**src/dtf_pkg.sv**
```systemverilog
package dtf_pkg;

	////////////////////////////////////////////////////////////////////////
	// instruction classes covered by the timing and flag decoder
	typedef enum logic [5:0] {
		OP_NOP,
		OP_ASR_ONE,
		OP_ASR_MULTI,
		OP_BRANCH_COND,
		OP_BIT_SKIP_CLEAR,
		OP_BIT_SKIP_SET,
		OP_CMP_SKIP_EQUAL,
		OP_CMP_SKIP_GREATER,
		OP_CMP_SKIP_LESS,
		OP_CMP_SKIP_UNEQUAL,
		OP_TEST_SET_C,
		OP_TEST_SET_Z,
		OP_HOLDOFF,
		OP_DIVIDE,
		OP_FRAC_DIVIDE,
		OP_HW_LOOP,
		OP_REPEAT,
		OP_SQ_DIST,
		OP_SQ_DIST_ACC,
		OP_FIND_BIT,
		OP_MULT_ACC,
		OP_NEG_MULT_ACC,
		OP_DOUBLE_MOVE,
		OP_MOVE_NZ,
		OP_MOVE_PLAIN,
		OP_INT_MULTIPLY,
		OP_DOUBLE_STACK,
		OP_PUSH_SHADOW,
		OP_POP_SHADOW,
		OP_POWER_SAVE,
		OP_WATCHDOG_CLEAR,
		OP_RETURN,
		OP_DECIMAL_ADJUST,
		OP_CMP_BORROW
	} dtf_op_e;

	////////////////////////////////////////////////////////////////////////
	// positions in the flag update mask
	localparam int FLAG_W      = 13;
	localparam int FLG_C       = 0;
	localparam int FLG_DC      = 1;
	localparam int FLG_N       = 2;
	localparam int FLG_OV      = 3;
	localparam int FLG_Z       = 4;
	localparam int FLG_OA      = 5;
	localparam int FLG_OB      = 6;
	localparam int FLG_SA      = 7;
	localparam int FLG_SB      = 8;
	localparam int FLG_OAB     = 9;
	localparam int FLG_SAB     = 10;
	localparam int FLG_WATCHDOG_TIMEOUT_FLAG    = 11;
	localparam int FLG_SLEEP   = 12;
	localparam logic [FLAG_W-1:0] FLAGS_ALL = 13'h07ff;

	////////////////////////////////////////////////////////////////////////
	// timing counts in instruction cycles, and word counts
	localparam logic [4:0] CYC_ONE      = 5'h01;
	localparam logic [4:0] CYC_TWO      = 5'h02;
	localparam logic [4:0] CYC_THREE    = 5'h03;
	localparam logic [4:0] CYC_DIVIDE   = 5'h12;
	localparam logic [1:0] WORDS_ONE    = 2'h1;
	localparam logic [1:0] WORDS_TWO    = 2'h2;
	localparam int         LIT_W        = 14;

	////////////////////////////////////////////////////////////////////////
	// sequencer and holdoff state
	typedef struct packed {
		logic              active;
		logic [4:0]        remain;
		logic              ready;
		logic              done;
		logic [4:0]        cycles;
		logic [1:0]        words;
		logic [FLAG_W-1:0] flagMask;
		logic              accAccumulate;
		logic              accNegate;
		logic [LIT_W:0]    iterCount;
		logic              iterLoad;
		logic              sleepReq;
		logic              idleReq;
	} dtf_seq_s;

	typedef struct packed {
		logic [LIT_W-1:0] left;
		logic             active;
	} dtf_hold_s;

endpackage

```
**src/dtf_hold_if.sv**
```systemverilog
interface dtf_hold_if;
	import dtf_pkg::*;
	logic             load;
	logic [LIT_W-1:0] count;
	logic             active;
	modport seq  (output load, output count, input active);
	modport hold (input load, input count, output active);
endinterface

```
**src/dtf_holdoff.sv**
```systemverilog
module dtf_holdoff
	import dtf_pkg::*;
(
	input  wire logic clk,
	input  wire logic rst_n,
	dtf_hold_if.hold  hold
);

	dtf_hold_s st;
	dtf_hold_s next_st;

	////////////////////////////////////////////////////////////////////////
	// count down instruction cycles while interrupts are held off
	always_comb begin
		next_st = st;
		if (hold.load) begin
			next_st.left   = hold.count;
			next_st.active = (hold.count != '0);
		end else if (st.left != '0) begin
			next_st.left   = st.left - 1'b1;
			next_st.active = (st.left != {{(LIT_W-1){1'b0}}, 1'b1});
		end else begin
			next_st.active = 1'b0;
		end
	end

	always_ff @(posedge clk or negedge rst_n) begin
		if (!rst_n) begin
			st <= '0;
		end else begin
			st <= next_st;
		end
	end

	assign hold.active = st.active;

endmodule

```
**src/dtf_timing_flags.sv**
```systemverilog
module dtf_timing_flags
	import dtf_pkg::*;
(
	input  wire logic              clk,
	input  wire logic              rst_n,
	input  wire logic              issueValid,
	input  wire dtf_op_e           issueOp,
	input  wire logic              condTrue,
	input  wire logic              nextTwoWord,
	input  wire logic              retShort,
	input  wire logic [15:0]       operandA,
	input  wire logic [15:0]       operandB,
	input  wire logic [LIT_W-1:0]  opLiteral,
	output logic                   ready,
	output logic                   done,
	output logic [4:0]             cycles,
	output logic [1:0]             words,
	output logic [FLAG_W-1:0]      flagMask,
	output logic                   accAccumulate,
	output logic                   accNegate,
	output logic [LIT_W:0]         iterCount,
	output logic                   iterLoad,
	output logic                   sleepReq,
	output logic                   idleReq,
	output logic                   intHoldoff
);

	////////////////////////////////////////////////////////////////////////
	// decoding functions

	function automatic logic [FLAG_W-1:0] flagsFor(input dtf_op_e op);
		logic [FLAG_W-1:0] m;
		m = '0;
		case (op)
			OP_ASR_ONE: begin
				m[FLG_C]  = 1'b1;
				m[FLG_N]  = 1'b1;
				m[FLG_OV] = 1'b1;
				m[FLG_Z]  = 1'b1;
			end
			OP_ASR_MULTI, OP_MOVE_NZ: begin
				m[FLG_N] = 1'b1;
				m[FLG_Z] = 1'b1;
			end
			OP_TEST_SET_C, OP_FIND_BIT,
			OP_DECIMAL_ADJUST: m[FLG_C] = 1'b1;
			OP_TEST_SET_Z: m[FLG_Z] = 1'b1;
			OP_DIVIDE, OP_FRAC_DIVIDE, OP_CMP_BORROW: begin
				m[FLG_DC] = (op == OP_CMP_BORROW);
				m[FLG_N]  = 1'b1;
				m[FLG_Z]  = 1'b1;
				m[FLG_C]  = 1'b1;
				m[FLG_OV] = 1'b1;
			end
			OP_SQ_DIST, OP_SQ_DIST_ACC, OP_MULT_ACC: begin
				m[FLG_OA]  = 1'b1;
				m[FLG_OB]  = 1'b1;
				m[FLG_OAB] = 1'b1;
				m[FLG_SA]  = 1'b1;
				m[FLG_SB]  = 1'b1;
				m[FLG_SAB] = 1'b1;
			end
			OP_POP_SHADOW: m = FLAGS_ALL;
			OP_POWER_SAVE, OP_WATCHDOG_CLEAR: begin
				m[FLG_WATCHDOG_TIMEOUT_FLAG]  = 1'b1;
				m[FLG_SLEEP] = 1'b1;
			end
			default: m = '0;
		endcase
		return m;
	endfunction

	function automatic logic [4:0] cyclesFor(
		input dtf_op_e op,
		input logic    skip,
		input logic    twoWord,
		input logic    shortRet
	);
		logic [4:0] c;
		c = CYC_ONE;
		case (op)
			OP_BRANCH_COND: c = skip ? CYC_TWO : CYC_ONE;
			OP_BIT_SKIP_CLEAR, OP_BIT_SKIP_SET,
			OP_CMP_SKIP_EQUAL, OP_CMP_SKIP_GREATER,
			OP_CMP_SKIP_LESS, OP_CMP_SKIP_UNEQUAL:
				c = !skip ? CYC_ONE : (twoWord ? CYC_THREE : CYC_TWO);
			OP_DIVIDE, OP_FRAC_DIVIDE: c = CYC_DIVIDE;
			OP_HW_LOOP, OP_DOUBLE_MOVE, OP_DOUBLE_STACK: c = CYC_TWO;
			OP_RETURN: c = shortRet ? CYC_TWO : CYC_THREE;
			default: c = CYC_ONE;
		endcase
		return c;
	endfunction

	////////////////////////////////////////////////////////////////////////
	// skip and branch condition

	logic skipCond;
	logic accept;

	always_comb begin
		case (issueOp)
			OP_BIT_SKIP_CLEAR:   skipCond = !condTrue;
			OP_BIT_SKIP_SET:     skipCond = condTrue;
			OP_CMP_SKIP_EQUAL:   skipCond = (operandA == operandB);
			OP_CMP_SKIP_GREATER: skipCond = ($signed(operandA) >
			                                 $signed(operandB));
			OP_CMP_SKIP_LESS:    skipCond = ($signed(operandA) <
			                                 $signed(operandB));
			OP_CMP_SKIP_UNEQUAL: skipCond = (operandA != operandB);
			default:             skipCond = condTrue;
		endcase
	end

	////////////////////////////////////////////////////////////////////////
	// sequencer

	dtf_seq_s st;
	dtf_seq_s next_st;
	logic [4:0] total;

	assign accept = issueValid && (!st.active || st.remain == '0);
	assign total  = cyclesFor(issueOp, skipCond, nextTwoWord, retShort);

	always_comb begin
		next_st          = st;
		next_st.done     = 1'b0;
		next_st.iterLoad = 1'b0;
		next_st.sleepReq = 1'b0;
		next_st.idleReq  = 1'b0;
		if (st.active && st.remain == '0) begin
			next_st.active = 1'b0;
			next_st.done   = 1'b1;
		end else if (st.active) begin
			next_st.remain = st.remain - 1'b1;
		end
		if (accept) begin
			next_st.active        = 1'b1;
			next_st.remain        = total - 1'b1;
			next_st.cycles        = total;
			next_st.flagMask      = flagsFor(issueOp);
			next_st.words = (issueOp == OP_HW_LOOP) ? WORDS_TWO : WORDS_ONE;
			next_st.accAccumulate = (issueOp == OP_SQ_DIST_ACC) ||
			                        (issueOp == OP_MULT_ACC);
			next_st.accNegate     = (issueOp == OP_NEG_MULT_ACC);
			if (issueOp == OP_HW_LOOP || issueOp == OP_REPEAT) begin
				next_st.iterCount = {1'b0, opLiteral} + 1'b1;
				next_st.iterLoad  = 1'b1;
			end
			if (issueOp == OP_POWER_SAVE) begin
				next_st.sleepReq = !opLiteral[0];
				next_st.idleReq  = opLiteral[0];
			end
		end
		next_st.ready = !next_st.active || next_st.remain == '0;
	end

	always_ff @(posedge clk or negedge rst_n) begin
		if (!rst_n) begin
			st       <= '0;
			st.ready <= 1'b1;
		end else begin
			st <= next_st;
		end
	end

	////////////////////////////////////////////////////////////////////////
	// interrupt holdoff

	dtf_hold_if holdBus ();

	assign holdBus.load  = accept && issueOp == OP_HOLDOFF;
	assign holdBus.count = opLiteral;

	dtf_holdoff u_holdoff (
		.clk   (clk),
		.rst_n (rst_n),
		.hold  (holdBus)
	);

	assign ready         = st.ready;
	assign done          = st.done;
	assign cycles        = st.cycles;
	assign words         = st.words;
	assign flagMask      = st.flagMask;
	assign accAccumulate = st.accAccumulate;
	assign accNegate     = st.accNegate;
	assign iterCount     = st.iterCount;
	assign iterLoad      = st.iterLoad;
	assign sleepReq      = st.sleepReq;
	assign idleReq       = st.idleReq;
	assign intHoldoff    = holdBus.active;
endmodule

```
**config.mk**
```make
export PLATFORM = sky130hd
export DESIGN_NAME = dtf_timing_flags
export DESIGN_NICKNAME = d
export VERILOG_FILES = /design/src/dtf_pkg.sv /design/src/dtf_hold_if.sv /design/src/dtf_holdoff.sv /design/src/dtf_timing_flags.sv
export SDC_FILE = /design/constraint.sdc
export NUM_CORES = 1
export LEC_CHECK = 0
export BUFFER_PORTS_ARGS = -buffer_cell sky130_fd_sc_hd__clkbuf_2
export CELL_PAD_IN_SITES_DETAIL_PLACEMENT = 0
export CELL_PAD_IN_SITES_GLOBAL_PLACEMENT = 1
export CORE_ASPECT_RATIO = 1.25
export CORE_UTILIZATION = 44
export CTS_BUF_LIST = sky130_fd_sc_hd__clkbuf_8
export DETAILED_ROUTE_END_ITERATION = 12
export HOLD_SLACK_MARGIN = 0.06
export PLACE_DENSITY = 0.9
export SYNTH_ARGS = -nofsm -noshare
export SYNTH_HDL_FRONTEND = slang
export SYNTH_SLANG_ARGS = --single-unit
export TNS_END_PERCENT = 10
```
**constraint.sdc**
```tcl
create_clock -name clk -period 5.75 [get_ports clk]
set_input_delay 1.15 -clock clk [delete_from_list [all_inputs] [get_ports clk]]
set_output_delay 1.15 -clock clk [all_outputs]
set_load 0.005 [all_outputs]
```
After elaboration in Yosys (flattened, before gate mapping)
Cells that the tools add are included.

Register bits: 63. Logic and storage cells: 106.

Add/sub/neg operators: 4. Equality and inequality tests: 33. Reduce and logical (&&, ||, !) cells: 27. Magnitude comparators: 2. Muxes and demuxes: 25.

Operator list (number): 6-bit by 5-bit equality test with 1-bit output (second input constant) (13); 6-bit by 4-bit equality test with 1-bit output (second input constant) (8); 14-bit nonzero test (2); 5-bit one-hot mux with 5 select lines (1); 6-bit by 3-bit equality test with 1-bit output (second input constant) (4); 16-bit equality test (1); 16-bit greater-than comparator (1); 16-bit < comparator (1); 16-bit != test (1); 8-bit OR reduction (2); 14-bit by 1-bit adder with 15-bit output (second input constant) (1); 15-bit 2-to-1 mux (1); 14-bit 2-to-1 mux (1); 14-bit by 1-bit != test with 1-bit output (second input constant) (1); 14-bit by 1-bit subtractor with 14-bit output (second input constant) (1); 6-bit by 2-bit equality test with 1-bit output (second input constant) (2); 6-bit equality test (second input constant) (2); 6-bit 2-to-1 mux (2); 5-bit logical NOT (2); 1-bit 2-to-1 mux (10); 2-bit 2-to-1 mux (5); 5-bit 2-to-1 mux (2); 5-bit by 1-bit subtractor with 5-bit output (second input constant) (2); 7-bit OR reduction (1); 14 further kinds (24).

Depth between registers and ports, before layout
Gate-level depths: netlist (run 1).

Word-level depth: 8. Gate-level depth with buffers: 14. Gate-level depth less buffers: 14.

Cells and area by module
A second synthesis (run 1) with hierarchy kept.

Cell total of the unflattened synthesis: 480. Area total of the unflattened synthesis: 4048.9 sq um.

By module, submodules not included: dtf_timing_flags (instances 1, area an instance 3121.7 sq um, cells an instance 377); dtf_holdoff (instances 1, area an instance 927.1 sq um, cells an instance 103).

Least setup slack after synthesis (run 1)
OpenSTA, ideal clock, no wires.

Path kind: input-to-reg. Start: in operandB[15]. End: reg ready (netlist name). Arrival time: 4000 ps. Cell stages on the path: 14. Slack: 1671 ps. Required time: 5671 ps. Cells stage by stage: inv_1 -> ha_1 -> nand4_2 -> or4_4 -> o221ai_1 -> nand2_2 -> a21boi_4 -> or3_1 -> ha_1 -> mux2i_1 -> a22oi_1 -> a211oi_1 -> o2111ai_1 -> o21ai_0.

RTL lines: start: declaration (RTL line dtf_timing_flags.sv:12) `input wire logic [15:0] operandB,`.

==> results of run 1 <==
[kinds of logic after synthesis]
kind of cell | after synthesis | share of synthesized area
other cells | 1 | 0.000909
simple gates | 184 | 0.236
fa+ha+maj | 22 | 0.0667
xor+xnor | 26 | 0.0552
buf+inv | 90 | 0.115
mux | 4 | 0.0100
flops | 55 | 0.334
compound gates | 112 | 0.182
[synth_stat cells (all sizes together), types with 3 or more instances]
cell and n:
a31oi 3, o32a 6, nor3 14, nand2 63, nor2 28, nand4 9
dfrtp 54, ha 22, nor4b 5, buf 42, o21a 3, or3 3
xnor2 16, nor4 7, a32oi 4, nand2b 10, inv 31, o211ai 3
clkbuf 17, xor2 10, a21oi 27, nor2b 7, nand3b 4, and3 6
o21ai 34, nand3 13, mux2i 3, o31ai 6, or4 4
[cell type report]
cell class / count / area [sq um]
tap: 123 / 154
fill: 925 / 4560
clock inverter: 3 / 63.8
multi-input combinational: 350 / 2280
sequential: 55 / 1380
inverter: 31 / 116
timing repair buffer: 100 / 505
clock buffer: 5 / 68.8
[worst paths after layout]
path / slack [ns] / cells past startpoint / to
worst max-delay path: 1.50 / 15 / ready$_DFF_PN1_
worst min-delay path: 0.49 / 2 / iterCount[11]$_DFFE_PN0P_
worst max register to register: 2.84 / 7 / u_holdoff.st[9]$_DFFE_PN0P_
worst min register to register: 0.49 / 2 / iterCount[11]$_DFFE_PN0P_
max in group asynchronous: 4.32 / 2 / st[46]$_DFF_PN0_
min in group asynchronous: 0.96 / 2 / iterCount[13]$_DFFE_PN0P_
[worst max-delay path, cell delays in order]
cell       delay [ns]
clkbuf_2         0.08
inv_1            0.03
ha_1             0.40
nand4_2          0.18
or4_4            0.58
o221ai_1         0.20
nand2_2          0.10
a21boi_4         0.16
or3_1            0.35
ha_1             0.24
mux2i_1          0.15
a22oi_1          0.11
a211oi_1         0.34
o2111ai_1        0.15
o21ai_0          0.24
[power groups by stage]
| stage | logic, mW | registers (mW) | clock network, mW |
|---|---|---|---|
| final | 0.495 | 0.582 | 0.297 |
| after CTS | 0.498 | 0.581 | 0.304 |
| after floorplan | 0.413 | 0.563 | 0 |
| after detailed placement | 0.495 | 0.589 | 0 |
| after global placement | 0.482 | 0.584 | 0 |
| after global routing | 0.559 | 0.596 | 0.318 |
[through the flow]
step                      hold WS [ns]  utilization  worst slack, ns  power, mW
after global placement           0.453        0.486             1.39       1.07
after detailed placement         0.470        0.486             1.18       1.08
after global routing             0.523        0.500             1.30       1.47
final                            0.485        0.500             1.50       1.37
after CTS                        0.493        0.500             1.49       1.38
after floorplan                  0.440            -             1.67      0.976
[state kept, by name (all words and copies together), names as in the netlist, 2 cells and up]
register and count:
iterCount 15, u_holdoff.st 14, flagMask 7, st 6
cycles 3, words 2
[metal layers]
layer	part of all wire	vias up
met1	0.43	1646
met4	0.022	0
met2	0.50	118
met5	0	-
met3	0.047	17
li1	-	1808
==> insert_results.sql, run 1 <==
INSERT INTO impl_metrics (metric_group, metric, value, unit) VALUES
('outcome', 'result_of_the_run', 'finished, final reports clean', ''),
('cells_and_area', 'final_common_cell', 'clkbuf_2', ''),
('global_routing', 'number_of_antenna_violations_at_the_first_check_in_global_routing', '0', ''),
('clock_network', 'cts_made_buffers', '5', ''),
('global_routing', 'global_route.overflow_total', '0', ''),
('clock_network', 'post-cts-setup-buffers', '0', ''),
('hold_path', 'hp-start', 'iterCount[11]$_DFFE_PN0P_', ''),
('logic_synthesis', 'synth.distinct_cells', '69', ''),
('logic_synthesis', 'seq_area_frac_synth', '0.334', ''),
('worst_setup_path', 'critical_path.reg2reg.startpoint', 'st[42]$_DFF_PN0_', ''),
('sta', 'timing_max_transition_violations_final', '0', ''),
('sta', 'timing.slew.headroom', '0.337', ''),
('cells_and_area', 'post-route-cell-area', '4560', 'sq um'),
('global_routing', 'met3_usage', '0.0253', ''),
('floorplan', 'initial_core_util', '0.452', ''),
('floorplan', 'core_region_area', '9130', 'sq um'),
('drt', 'route.detailed.vias_per_inst', '5.38', ''),
('clock_network', 'cts_hold_buf', '0', ''),
('clock_network', 'ctsResizeCount', '0', ''),
('clock_network', 'h_tree_depth_reported_by_cts', '2', ''),
('sta', 'timing.clock.skew', '0.00791', 'ns'),
('sta', 'fin_crit_sh', '0.740', ''),
('cells_and_area', 'insertedDiodeCount', '0', ''),
('place', 'numPortBuffers', '98', ''),
('floorplan', 'die_w', '88.6', 'um'),
('drt', 'drtIter0Drc', '152', ''),
('worst_setup_path', 'beginning_of_the_critical_path', 'operandB[15]', ''),
('global_routing', 'gr-usage-met2', '0.357', ''),
('clock_network', 'tritoncts', 'built', ''),
('drt', 'detail_route.first_pass.iterations', '4', ''),
('logic_synthesis', 'synth_top_cells_by_area', 'dfrtp_1 (33%), ha_1 (6.7%), buf_4 (6.4%)', ''),
('hold_path', 'kind_of_path_behind_the_tightest_hold_check', 'flop to flop', ''),
('power_and_ir_drop', 'power.share.switching', '0.351', ''),
('place', 'dp_hpwl', '7.40', 'mm'),
('power_and_ir_drop', 'power_density', '301', 'nW/um^2'),
('drt', 'route.vias.total', '3589', ''),
('floorplan', 'boundaryPins', '101', ''),
('drt', 'wl_final', '9.48', 'mm'),
('sta', 'worstMarginPinSlew', '0.985', 'ns'),
('cells_and_area', 'layout-drive-gt1-share', '0.224', ''),
('sta', 'grt_setup_unrepaired', 'false', ''),
('floorplan', 'floorplan.die.height', '110', 'um'),
('global_routing', 'global_route.usage.met1', '0.252', ''),
('power_and_ir_drop', 'p_comb_frac', '0.360', ''),
('place', 'gpl.final_weighted_congestion', '0.889', ''),
('drt', 'post-route-drc-count', '0', ''),
('logic_synthesis', 'dominantRegCellSynth', 'dfrtp_1', ''),
('place', 'dpl-instance-area', '4430', 'sq um'),
('logic_synthesis', 'synth_largest_type_area_fraction', '0.327', ''),
('cells_and_area', 'layoutNonFillerInstCount', '667', ''),
('logic_synthesis', 'syn_area_per_cell', '8.35', 'sq um'),
('logic_synthesis', 'synth_async_sr_flop_share', '1.00', ''),
('drt', 'wire_per_inst', '14.2', 'um'),
('worst_setup_path', 'required', '5.97', 'ns'),
('clock_network', 'clk_root_buffer_cell', 'clkbuf_8', ''),
('sta', 'final_hold_viol_count', '0', ''),
('logic_synthesis', 'synth.largest_area_cell', 'dfrtp_1', ''),
('worst_setup_path', 'timing.critical_path.arrival', '4.48', 'ns'),
('global_routing', 'maximum_number_of_pins_on_one_net_before_global_route_repair', '56', ''),
('worst_setup_path', 'worst_setup_path_end_kind', 'flop', ''),
('place', 'placed_cells_incl_taps', '659', ''),
('global_routing', 'grt_use_total', '0.202', ''),
('power_and_ir_drop', 'irDropWorstVdd', '0.000111', 'V'),
('logic_synthesis', 'yosys_register_bits', '55', ''),
('cells_and_area', 'synthToLayoutAreaGrowth', '10.6', '%'),
('clock_network', 'worst_setup_hold_path_clk_slew', '0.10', 'ns'),
('drt', 'ant_nets', '0', ''),
('sta', 'fin_crit_period', '4.25', 'ns'),
('sta', 'aggregate_negative_setup_slack', '0', 'ns'),
('floorplan', 'floorplan.rows', '39', ''),
('worst_setup_path', 'critPathKind', 'primary input to flop', '');
No activity file was read; power rests on OpenSTA's default activity.
==> run 2, diff against run 1 <==
Settings changed: CORE_UTILIZATION 44 to 37, PLACE_DENSITY 0.9 to 0.81.
Clock period 5.75 ns to 3.65 ns, I/O delays scaled along.
==> run 2 against run 1 <==
  * Via count grew 2.6%
  * Combinational power increased by 65%
  * Sequential share of layout area fell by 0.98 points
  * Global-route usage decreased by 2.4 points
  * Worst setup slack worse by 1.3 ns
  * Total power grew 52%
  * Non-clock buffer count up 22
  * Register-to-register slack worse by 1.8 ns
  * Clock-buffer cell count up 1
  * Worst hold slack got worse by 0.14 ns
  * Core utilization fell by 6.0 points
  * Critical endpoint unchanged
  * Highest routed layer unchanged
==> insert_results.sql, run 2 (same netlist as run 1, synthesis figures left out) <==
INSERT INTO impl_metrics (metric_group, metric, value, unit) VALUES
('power_and_ir_drop', 'power.internal', '1.31', 'mW'),
('clock_network', 'clk_latency', '0.32', 'ns'),
('clock_network', 'clk_root_buffer_cell', 'clkbuf_8', ''),
('sta', 'fmaxAchievable', '289', 'MHz'),
('cells_and_area', 'synthToLayoutAreaGrowth', '14.3', '%'),
('cells_and_area', 'layout-drive-gt1-share', '0.258', ''),
('drt', 'route.detailed.vias_per_inst', '5.28', ''),
('drt', 'detail_route.first_pass.iterations', '4', ''),
('power_and_ir_drop', 'share_seq_of_total_power', '0.438', ''),
('job', 'maxCapViolations', '0', ''),
('global_routing', 'global_route.overflow_total', '0', ''),
('sta', 'grt_setup_unrepaired', 'false', ''),
('floorplan', 'die_w', '96.5', 'um'),
('worst_setup_path', 'critical_path.reg2reg.startpoint', 'st[42]$_DFF_PN0_', ''),
('worst_setup_path', 'reg_to_reg_endpoint', 'u_holdoff.st[9]$_DFFE_PN0P_', ''),
('floorplan', 'design.die.area', '11600', 'sq um'),
('drt', 'drtIter0Drc', '158', ''),
('worst_setup_path', 'worst-path-max-fanout', '4', ''),
('floorplan', 'initial_core_util', '0.385', ''),
('sta', 'worstMarginPinSlew', '0.858', 'ns'),
('worst_setup_path', 'beginning_of_the_critical_path', 'operandB[13]', ''),
('place', 'gpl.final_weighted_congestion', '0.880', ''),
('power_and_ir_drop', 'power.share.switching', '0.372', ''),
('worst_setup_path', 'timing.critical_path.from_type', 'primary input', ''),
('worst_setup_path', 'required', '3.91', 'ns'),
('clock_network', 'cts_sinks', '55', ''),
('floorplan', 'floorplan.die.height', '120', 'um'),
('cells_and_area', 'final_core_util', '0.440', ''),
('worst_setup_path', 'reg2regPathDepth', '8', ''),
('place', 'dp_hpwl', '7.78', 'mm'),
('drt', 'wl_final', '10.0', 'mm'),
('cells_and_area', 'largest_register_ffs', '15', ''),
('drt', 'wire_per_inst', '14.4', 'um'),
('clock_network', 'tritoncts', 'built', ''),
('clock_network', 'worst_setup_hold_path_clk_slew', '0.10', 'ns'),
('global_routing', 'global_route.peak_usage_layer', 'met2', ''),
('global_routing', 'number_of_antenna_violations_at_the_first_check_in_global_routing', '0', ''),
('sta', 'fin_crit_sh', '0.949', ''),
('worst_setup_path', 'timing.critical_path.arrival', '3.72', 'ns'),
('hold_path', 'kind_of_path_behind_the_tightest_hold_check', 'primary input to asynchronous set/reset pin', ''),
('global_routing', 'maximum_number_of_pins_on_one_net_before_global_route_repair', '38', ''),
('cells_and_area', 'post-route-cell-area', '4720', 'sq um'),
('drt', 'ant_nets', '0', ''),
('power_and_ir_drop', 'irDropWorstVdd', '0.000178', 'V'),
('cells_and_area', 'design.final.nets', '645', ''),
('clock_network', 'post-cts-setup-buffers', '0', ''),
('sta', 'fin_crit_period', '3.46', 'ns'),
('drt', 'route.vias.total', '3684', ''),
('sta', 'final_hold_viol_count', '0', ''),
('clock_network', 'h_tree_depth_reported_by_cts', '2', ''),
('global_routing', 'grt_use_total', '0.179', ''),
('sta', 'setup_viol', '0', ''),
('power_and_ir_drop', 'total_switching_power', '778', 'uW'),
('worst_setup_path', 'cp-endpoint', 'ready$_DFF_PN1_', ''),
('drt', 'post-route-drc-count', '0', ''),
('place', 'numPortBuffers', '98', ''),
('worst_setup_path', 'reg2reg_setup_slack', '1.03', 'ns'),
('worst_setup_path', 'critPathKind', 'primary input to flop', ''),
('outcome', 'result_of_the_run', 'finished, final reports clean', ''),
('sta', 'timing.slew.headroom', '0.428', ''),
('clock_network', 'cts_buffer_depth', '2', ''),
('power_and_ir_drop', 'power_density', '443', 'nW/um^2'),
('global_routing', 'wire_length_of_the_first_global_routing_pass', '16.3', 'mm'),
('cells_and_area', 'insertedDiodeCount', '0', ''),
('place', 'dpl-instance-area', '4620', 'sq um'),
('power_and_ir_drop', 'share_clk_of_total_power', '0.170', ''),
('floorplan', 'floorplan.rows', '42', ''),
('power_and_ir_drop', 'p_comb_frac', '0.392', ''),
('sta', 'timing.clock.skew', '0.00779', 'ns'),
('worst_setup_path', 'worst_setup_path_end_kind', 'flop', ''),
('global_routing', 'met3_usage', '0.0330', ''),
('clock_network', 'cts_made_buffers', '5', ''),
('global_routing', 'gr-usage-met2', '0.293', ''),
('cells_and_area', 'final_cell_mix', 'clkbuf_2 (98), nand2_1 (62), dfrtp_1 (54), inv_1 (32), o21ai_0 (32)', ''),
('global_routing', 'global_route.usage.met1', '0.224', ''),
('floorplan', 'boundaryPins', '101', ''),
('sta', 'timing_max_transition_violations_final', '0', ''),
('cells_and_area', 'final_common_cell', 'clkbuf_2', ''),
('power_and_ir_drop', 'leakage', '2.23', 'nW'),
('global_routing', 'first_global_vias', '3468', ''),
('power_and_ir_drop', 'design_power_total', '2.09', 'mW'),
('floorplan', 'core_region_area', '10700', 'sq um');
-- run 2: cell count changes in the layout (fill, tap and decap cells not counted), sizes merged --
cell | before | now
buf | 2 | 24
bufinv | 2 | 0
clkbuf | 103 | 104
clkinv | 0 | 1
-- run 2: how the worst min path moves through the flow --
stage                                end  depth (start not counted)
5_1_grt         iterCount[3]$_DFFE_PN0P_                          1
2_1_floorplan  accAccumulate$_DFFE_PN0P_                          0
4_1_cts          flagMask[3]$_DFFE_PN0P_                          1
6_report              iterLoad$_DFF_PN0_                          1
3_5_place_dp     flagMask[4]$_DFFE_PN0P_                          2
3_3_place_gp       cycles[1]$_DFFE_PN0P_                          2
-- run 2: critical path, stage by stage --
cell and delay (ns):
clkbuf_2 0.07, inv_1 0.03, ha_1 0.29, nand4_2 0.12, or4_4 0.57, o221ai_1 0.19, nand2_2 0.07, a21boi_4 0.15
or3_1 0.35, ha_1 0.25, mux2i_1 0.16, a22oi_1 0.15, a211oi_2 0.29, o2111ai_1 0.15, o21ai_1 0.16
-- run 2: area by class of cell --
cell class              instances  area, sq um
repair buffers                122          671
fillers                      1108         6000
inverters                      31          116
well taps                     132          165
clock buffers                   6         82.6
multi-input cells             350         2290
clock inverters                 2         8.76
flip-flops and latches         55         1380
-- run 2: power groups by stage --
stage	Combinational (mW)	Sequential [mW]	Clock (mW)
6_report	0.819	0.915	0.355
3_5_place_dp	0.814	0.927	0
2_1_floorplan	0.653	0.887	0
3_3_place_gp	0.790	0.919	0
5_1_grt	0.922	0.937	0.387
4_1_cts	0.817	0.916	0.366
-- run 2: through the flow --
step	cells	hold WS (ns)	setup TNS, ns	setup WS [ns]
6_report	698	0.345	0	0.188
5_1_grt	698	0.370	0	0.00385
4_1_cts	698	0.349	0	0.133
3_5_place_dp	690	0.463	-0.226	-0.226
3_3_place_gp	690	0.461	-0.109	-0.109
2_1_floorplan	495	0.434	0	0.0393
-- run 2: timing repair --
action / 4_1_cts / 5_1_grt
hold buffers: 0 / 0
gates resized for setup: 0 / 2
setup endpoints to repair: 0 / 1
-- run 2: metal layers --
| layer | vias to the layer above | wire, um |
|---|---|---|
| li1 | 1846 | - |
| met1 | 1717 | 4380 |
| met2 | 103 | 4950 |
| met3 | 18 | 448 |
| met4 | 0 | 252 |
| met5 | - | 0 |
==> run 3, diff against run 2 <==
Settings changed: ABC_AREA from default to 1, CORE_UTILIZATION 37 to 36, PLACE_DENSITY 0.81 to 0.82, SKIP_LAST_GASP from default to 1.
==> run 3 against run 2 <==
  * Non-clock buffer count decreased by 21
  * Via count decreased by 8.1%
  * Largest power group unchanged
  * Fmax increased by 17%
  * Routed wire length decreased by 11%
  * Critical endpoint unchanged
  * Critical path depth increased by 9
  * Clock power increased by 4%
  * Critical path type unchanged
  * Combinational power increased by 7.9%
  * Final area decreased by 9.2%
  * Register-to-register slack improved by 0.07 ns
==> insert_results.sql, run 3 <==
INSERT INTO impl_metrics (metric_group, metric, value, unit) VALUES
('power_and_ir_drop', 'power.internal', '1.37', 'mW'),
('sta', 'setup_viol', '0', ''),
('cells_and_area', 'design.final.nets', '644', ''),
('sta', 'grt_setup_unrepaired', 'false', ''),
('worst_setup_path', 'worst-path-max-fanout', '4', ''),
('power_and_ir_drop', 'irDropWorstVdd', '0.000168', 'V'),
('worst_setup_path', 'critical_path.reg2reg.startpoint', 'st[42]$_DFF_PN0_', ''),
('cells_and_area', 'largest_register_ffs', '15', ''),
('sta', 'aggregate_negative_setup_slack', '0', 'ns'),
('place', 'numPortBuffers', '98', ''),
('logic_synthesis', 'yosysWarnings', '0', ''),
('place', 'gpl.final_weighted_congestion', '0.884', ''),
('worst_setup_path', 'timing.critical_path.arrival', '3.23', 'ns'),
('clock_network', 'tritoncts', 'built', ''),
('clock_network', 'clk_latency', '0.32', 'ns'),
('cells_and_area', 'final_cell_mix', 'nand2_1 (108), clkbuf_2 (98), inv_1 (73), dfrtp_1 (54), nor2_1 (38)', ''),
('worst_setup_path', 'required', '3.91', 'ns'),
('drt', 'post-route-drc-count', '0', ''),
('power_and_ir_drop', 'leakage', '2.32', 'nW'),
('logic_synthesis', 'synth_top_cells_by_area', 'dfrtp_1 (35%), nand2_1 (11%), ha_1 (7.2%)', ''),
('worst_setup_path', 'timing.critical_path.from_type', 'primary input', ''),
('logic_synthesis', 'synth.cell_area', '3810', 'sq um'),
('sta', 'final_hold_viol_count', '0', ''),
('global_routing', 'grt_use_total', '0.175', ''),
('clock_network', 'cts_hold_buf', '0', ''),
('cells_and_area', 'final_common_cell', 'nand2_1', ''),
('worst_setup_path', 'critPathSlowestCell', 'ha_1', ''),
('drt', 'wire_per_inst', '12.8', 'um'),
('drt', 'route.detailed.vias_per_inst', '4.88', ''),
('cells_and_area', 'insertedDiodeCount', '0', ''),
('floorplan', 'boundaryPins', '101', ''),
('logic_synthesis', 'syn_area_per_cell', '7.68', 'sq um'),
('logic_synthesis', 'synth_largest_type_area_fraction', '0.354', ''),
('worst_setup_path', 'worstPathCellList', 'clkbuf_2, inv_1, ha_1, nand2_1, nor2_1, nand2_1, nor2_1, nand2_1, inv_1, nor2_1, nor3_2, nand3_1, nand2_1, nand2_1, nand2_1, inv_2, ha_1, nand2_2, o21ai_1, a31oi_1, nand2_1, nor3_1, nand3_1, nand2_1', ''),
('clock_network', 'worst_setup_hold_path_clk_slew', '0.10', 'ns'),
('clock_network', 'cts_made_buffers', '5', ''),
('drt', 'route.vias.total', '3384', ''),
('sta', 'fin_crit_period', '2.97', 'ns'),
('clock_network', 'cts_buffer_depth', '2', ''),
('worst_setup_path', 'slowest_delay', '0.32', 'ns'),
('logic_synthesis', 'synth.most_common_cell', 'nand2_1', ''),
('logic_synthesis', 'seq_area_frac_synth', '0.361', ''),
('hold_path', 'hp-start', 'iterCount[1]$_DFFE_PN0P_', ''),
('logic_synthesis', 'synthTopCellsByCount', 'nand2_1 (108), inv_1 (73), dfrtp_1 (54)', ''),
('floorplan', 'initial_core_util', '0.374', ''),
('sta', 'timing.clock.skew', '0.00959', 'ns'),
('power_and_ir_drop', 'total_switching_power', '894', 'uW'),
('sta', 'timing.slew.headroom', '0.231', ''),
('logic_synthesis', 'synth_cells', '497', ''),
('sta', 'fmaxAchievable', '337', 'MHz'),
('hold_path', 'kind_of_path_behind_the_tightest_hold_check', 'flop to flop', ''),
('floorplan', 'floorplan.die.height', '117', 'um'),
('logic_synthesis', 'synth_async_sr_flop_share', '1.00', ''),
('power_and_ir_drop', 'share_clk_of_total_power', '0.163', ''),
('cells_and_area', 'layout-drive-gt1-share', '0.242', ''),
('floorplan', 'core_region_area', '10200', 'sq um'),
('job', 'maxCapViolations', '0', ''),
('logic_synthesis', 'synth.distinct_cells', '43', ''),
('power_and_ir_drop', 'share_seq_of_total_power', '0.446', ''),
('place', 'place_ws', '0.349', 'ns'),
('global_routing', 'number_of_antenna_violations_at_the_first_check_in_global_routing', '0', ''),
('power_and_ir_drop', 'design_power_total', '2.26', 'mW'),
('power_and_ir_drop', 'power.share.switching', '0.395', ''),
('global_routing', 'maximum_number_of_pins_on_one_net_before_global_route_repair', '45', ''),
('sta', 'fin_crit_sh', '0.813', ''),
('logic_synthesis', 'dominantRegCellSynth', 'dfrtp_1', ''),
('global_routing', 'global_route.overflow_total', '0', ''),
('global_routing', 'first_global_vias', '3316', ''),
('global_routing', 'wire_length_of_the_first_global_routing_pass', '15.0', 'mm'),
('clock_network', 'h_tree_depth_reported_by_cts', '2', ''),
('drt', 'detail_route.first_pass.iterations', '4', ''),
('power_and_ir_drop', 'p_comb_frac', '0.391', ''),
('worst_setup_path', 'beginning_of_the_critical_path', 'operandB[15]', ''),
('logic_synthesis', 'yosys_register_bits', '55', ''),
('drt', 'wl_final', '8.90', 'mm'),
('drt', 'ant_nets', '0', ''),
('drt', 'drtIter0Drc', '129', ''),
('floorplan', 'design.die.area', '11000', 'sq um'),
('worst_setup_path', 'critPathKind', 'primary input to flop', ''),
('place', 'dp_hpwl', '7.20', 'mm'),
('sta', 'timing_max_transition_violations_final', '0', ''),
('power_and_ir_drop', 'power_density', '528', 'nW/um^2'),
('cells_and_area', 'synthToLayoutAreaGrowth', '12.2', '%'),
('logic_synthesis', 'synth.largest_area_cell', 'dfrtp_1', ''),
('worst_setup_path', 'cp_common_cell', 'nand2_1', ''),
('clock_network', 'ctsResizeCount', '0', ''),
('clock_network', 'post-cts-setup-buffers', '0', ''),
('outcome', 'result_of_the_run', 'finished, final reports clean', ''),
('sta', 'worstMarginPinSlew', '1.15', 'ns'),
('worst_setup_path', 'cp_num_buf_inv', '4', ''),
('worst_setup_path', 'reg2reg_setup_slack', '1.10', 'ns'),
('clock_network', 'cts_sinks', '55', ''),
('floorplan', 'floorplan.rows', '41', ''),
('logic_synthesis', 'synth_enable_flop_cells', '0', ''),
('sta', 'fin_ws', '0.681', 'ns'),
('clock_network', 'clk_root_buffer_cell', 'clkbuf_8', ''),
('cells_and_area', 'layout.filler_cells', '1095', ''),
('worst_setup_path', 'worst_setup_path_end_kind', 'flop', ''),
('floorplan', 'die_w', '94.1', 'um'),
('worst_setup_path', 'critPathTopFamily', 'simple AND/OR/NAND/NOR gates', '');
## run 3: metrics by stage
step	hold WS (ns)	std cells	instance area, sq um	utilization
after floorplan	0.434	498	3820	-
after global placement	0.460	686	4180	0.410
after detailed placement	0.463	686	4180	0.410
after CTS	0.487	694	4280	0.419
after global routing	0.513	694	4280	0.419
final	0.482	694	4280	0.419
## run 3: final timing paths
kind,to,cells past startpoint
worst max-delay path,ready$_DFF_PN1_,24
worst min-delay path,iterCount[1]$_DFFE_PN0P_,2
worst max register to register,u_holdoff.st[1]$_DFFE_PN0P_,14
worst min register to register,iterCount[1]$_DFFE_PN0P_,2
max in group asynchronous,ready$_DFF_PN1_,2
min in group asynchronous,iterCount[0]$_DFFE_PN0P_,1
## run 3: worst reg2reg max path, cell delays in order (launching register included)
cell and delay, ns:
dfrtp_1 0.42, inv_1 0.09, ha_1 0.14, inv_1 0.06, nor3_1 0.20, nand2_1 0.15, nand2_4 0.12, nand2_4 0.19
inv_2 0.26, nand3_1 0.11, buf_4 0.20, nand2_1 0.20, inv_2 0.11, nand2_1 0.07, o221ai_1 0.10
## run 3: power by group through the flow
stage / clock network, mW / registers (mW) / logic [mW]
global route: 0.403 / 1.04 / 1.02
floorplan: 0 / 0.974 / 0.764
global placement: 0 / 1.02 / 0.878
CTS: 0.386 / 1.01 / 0.895
finish: 0.369 / 1.01 / 0.884
detailed placement: 0 / 1.02 / 0.892
## run 3: layout make-up
cell class / count / area [sq um] / area share
flip-flops and latches: 55 / 1380 / 0.322
repair buffers: 101 / 513 / 0.120
multi-input cells: 320 / 1830 / 0.427
inverters: 81 / 304 / 0.0710
well taps: 129 / 161 / 0.0377
clock buffers: 6 / 82.6 / 0.0193
clock inverters: 2 / 16.3 / 0.00380
## run 3: per-layer routing
layer	track usage	vias to the layer above	routed length (um)
li1	-	1704	-
met1	0.200	1551	3730
met2	0.322	107	4500
met3	0.0278	22	410
met4	0.0759	0	253
met5	0	-	0
## run 3: logic make-up (layout without fill, tap and decap cells)
logic type | Yosys count | after routing | synth area share
AO/OA/AOI/OAI | 62 | 62 | 0.102
AND/OR/NAND/NOR | 214 | 214 | 0.257
XOR/XNOR | 20 | 20 | 0.0459
flip-flops | 55 | 55 | 0.361
buffers and inverters | 123 | 190 | 0.161
adder cells (fa/ha/maj) | 22 | 22 | 0.0722
other | 1 | 2 | 0.000983
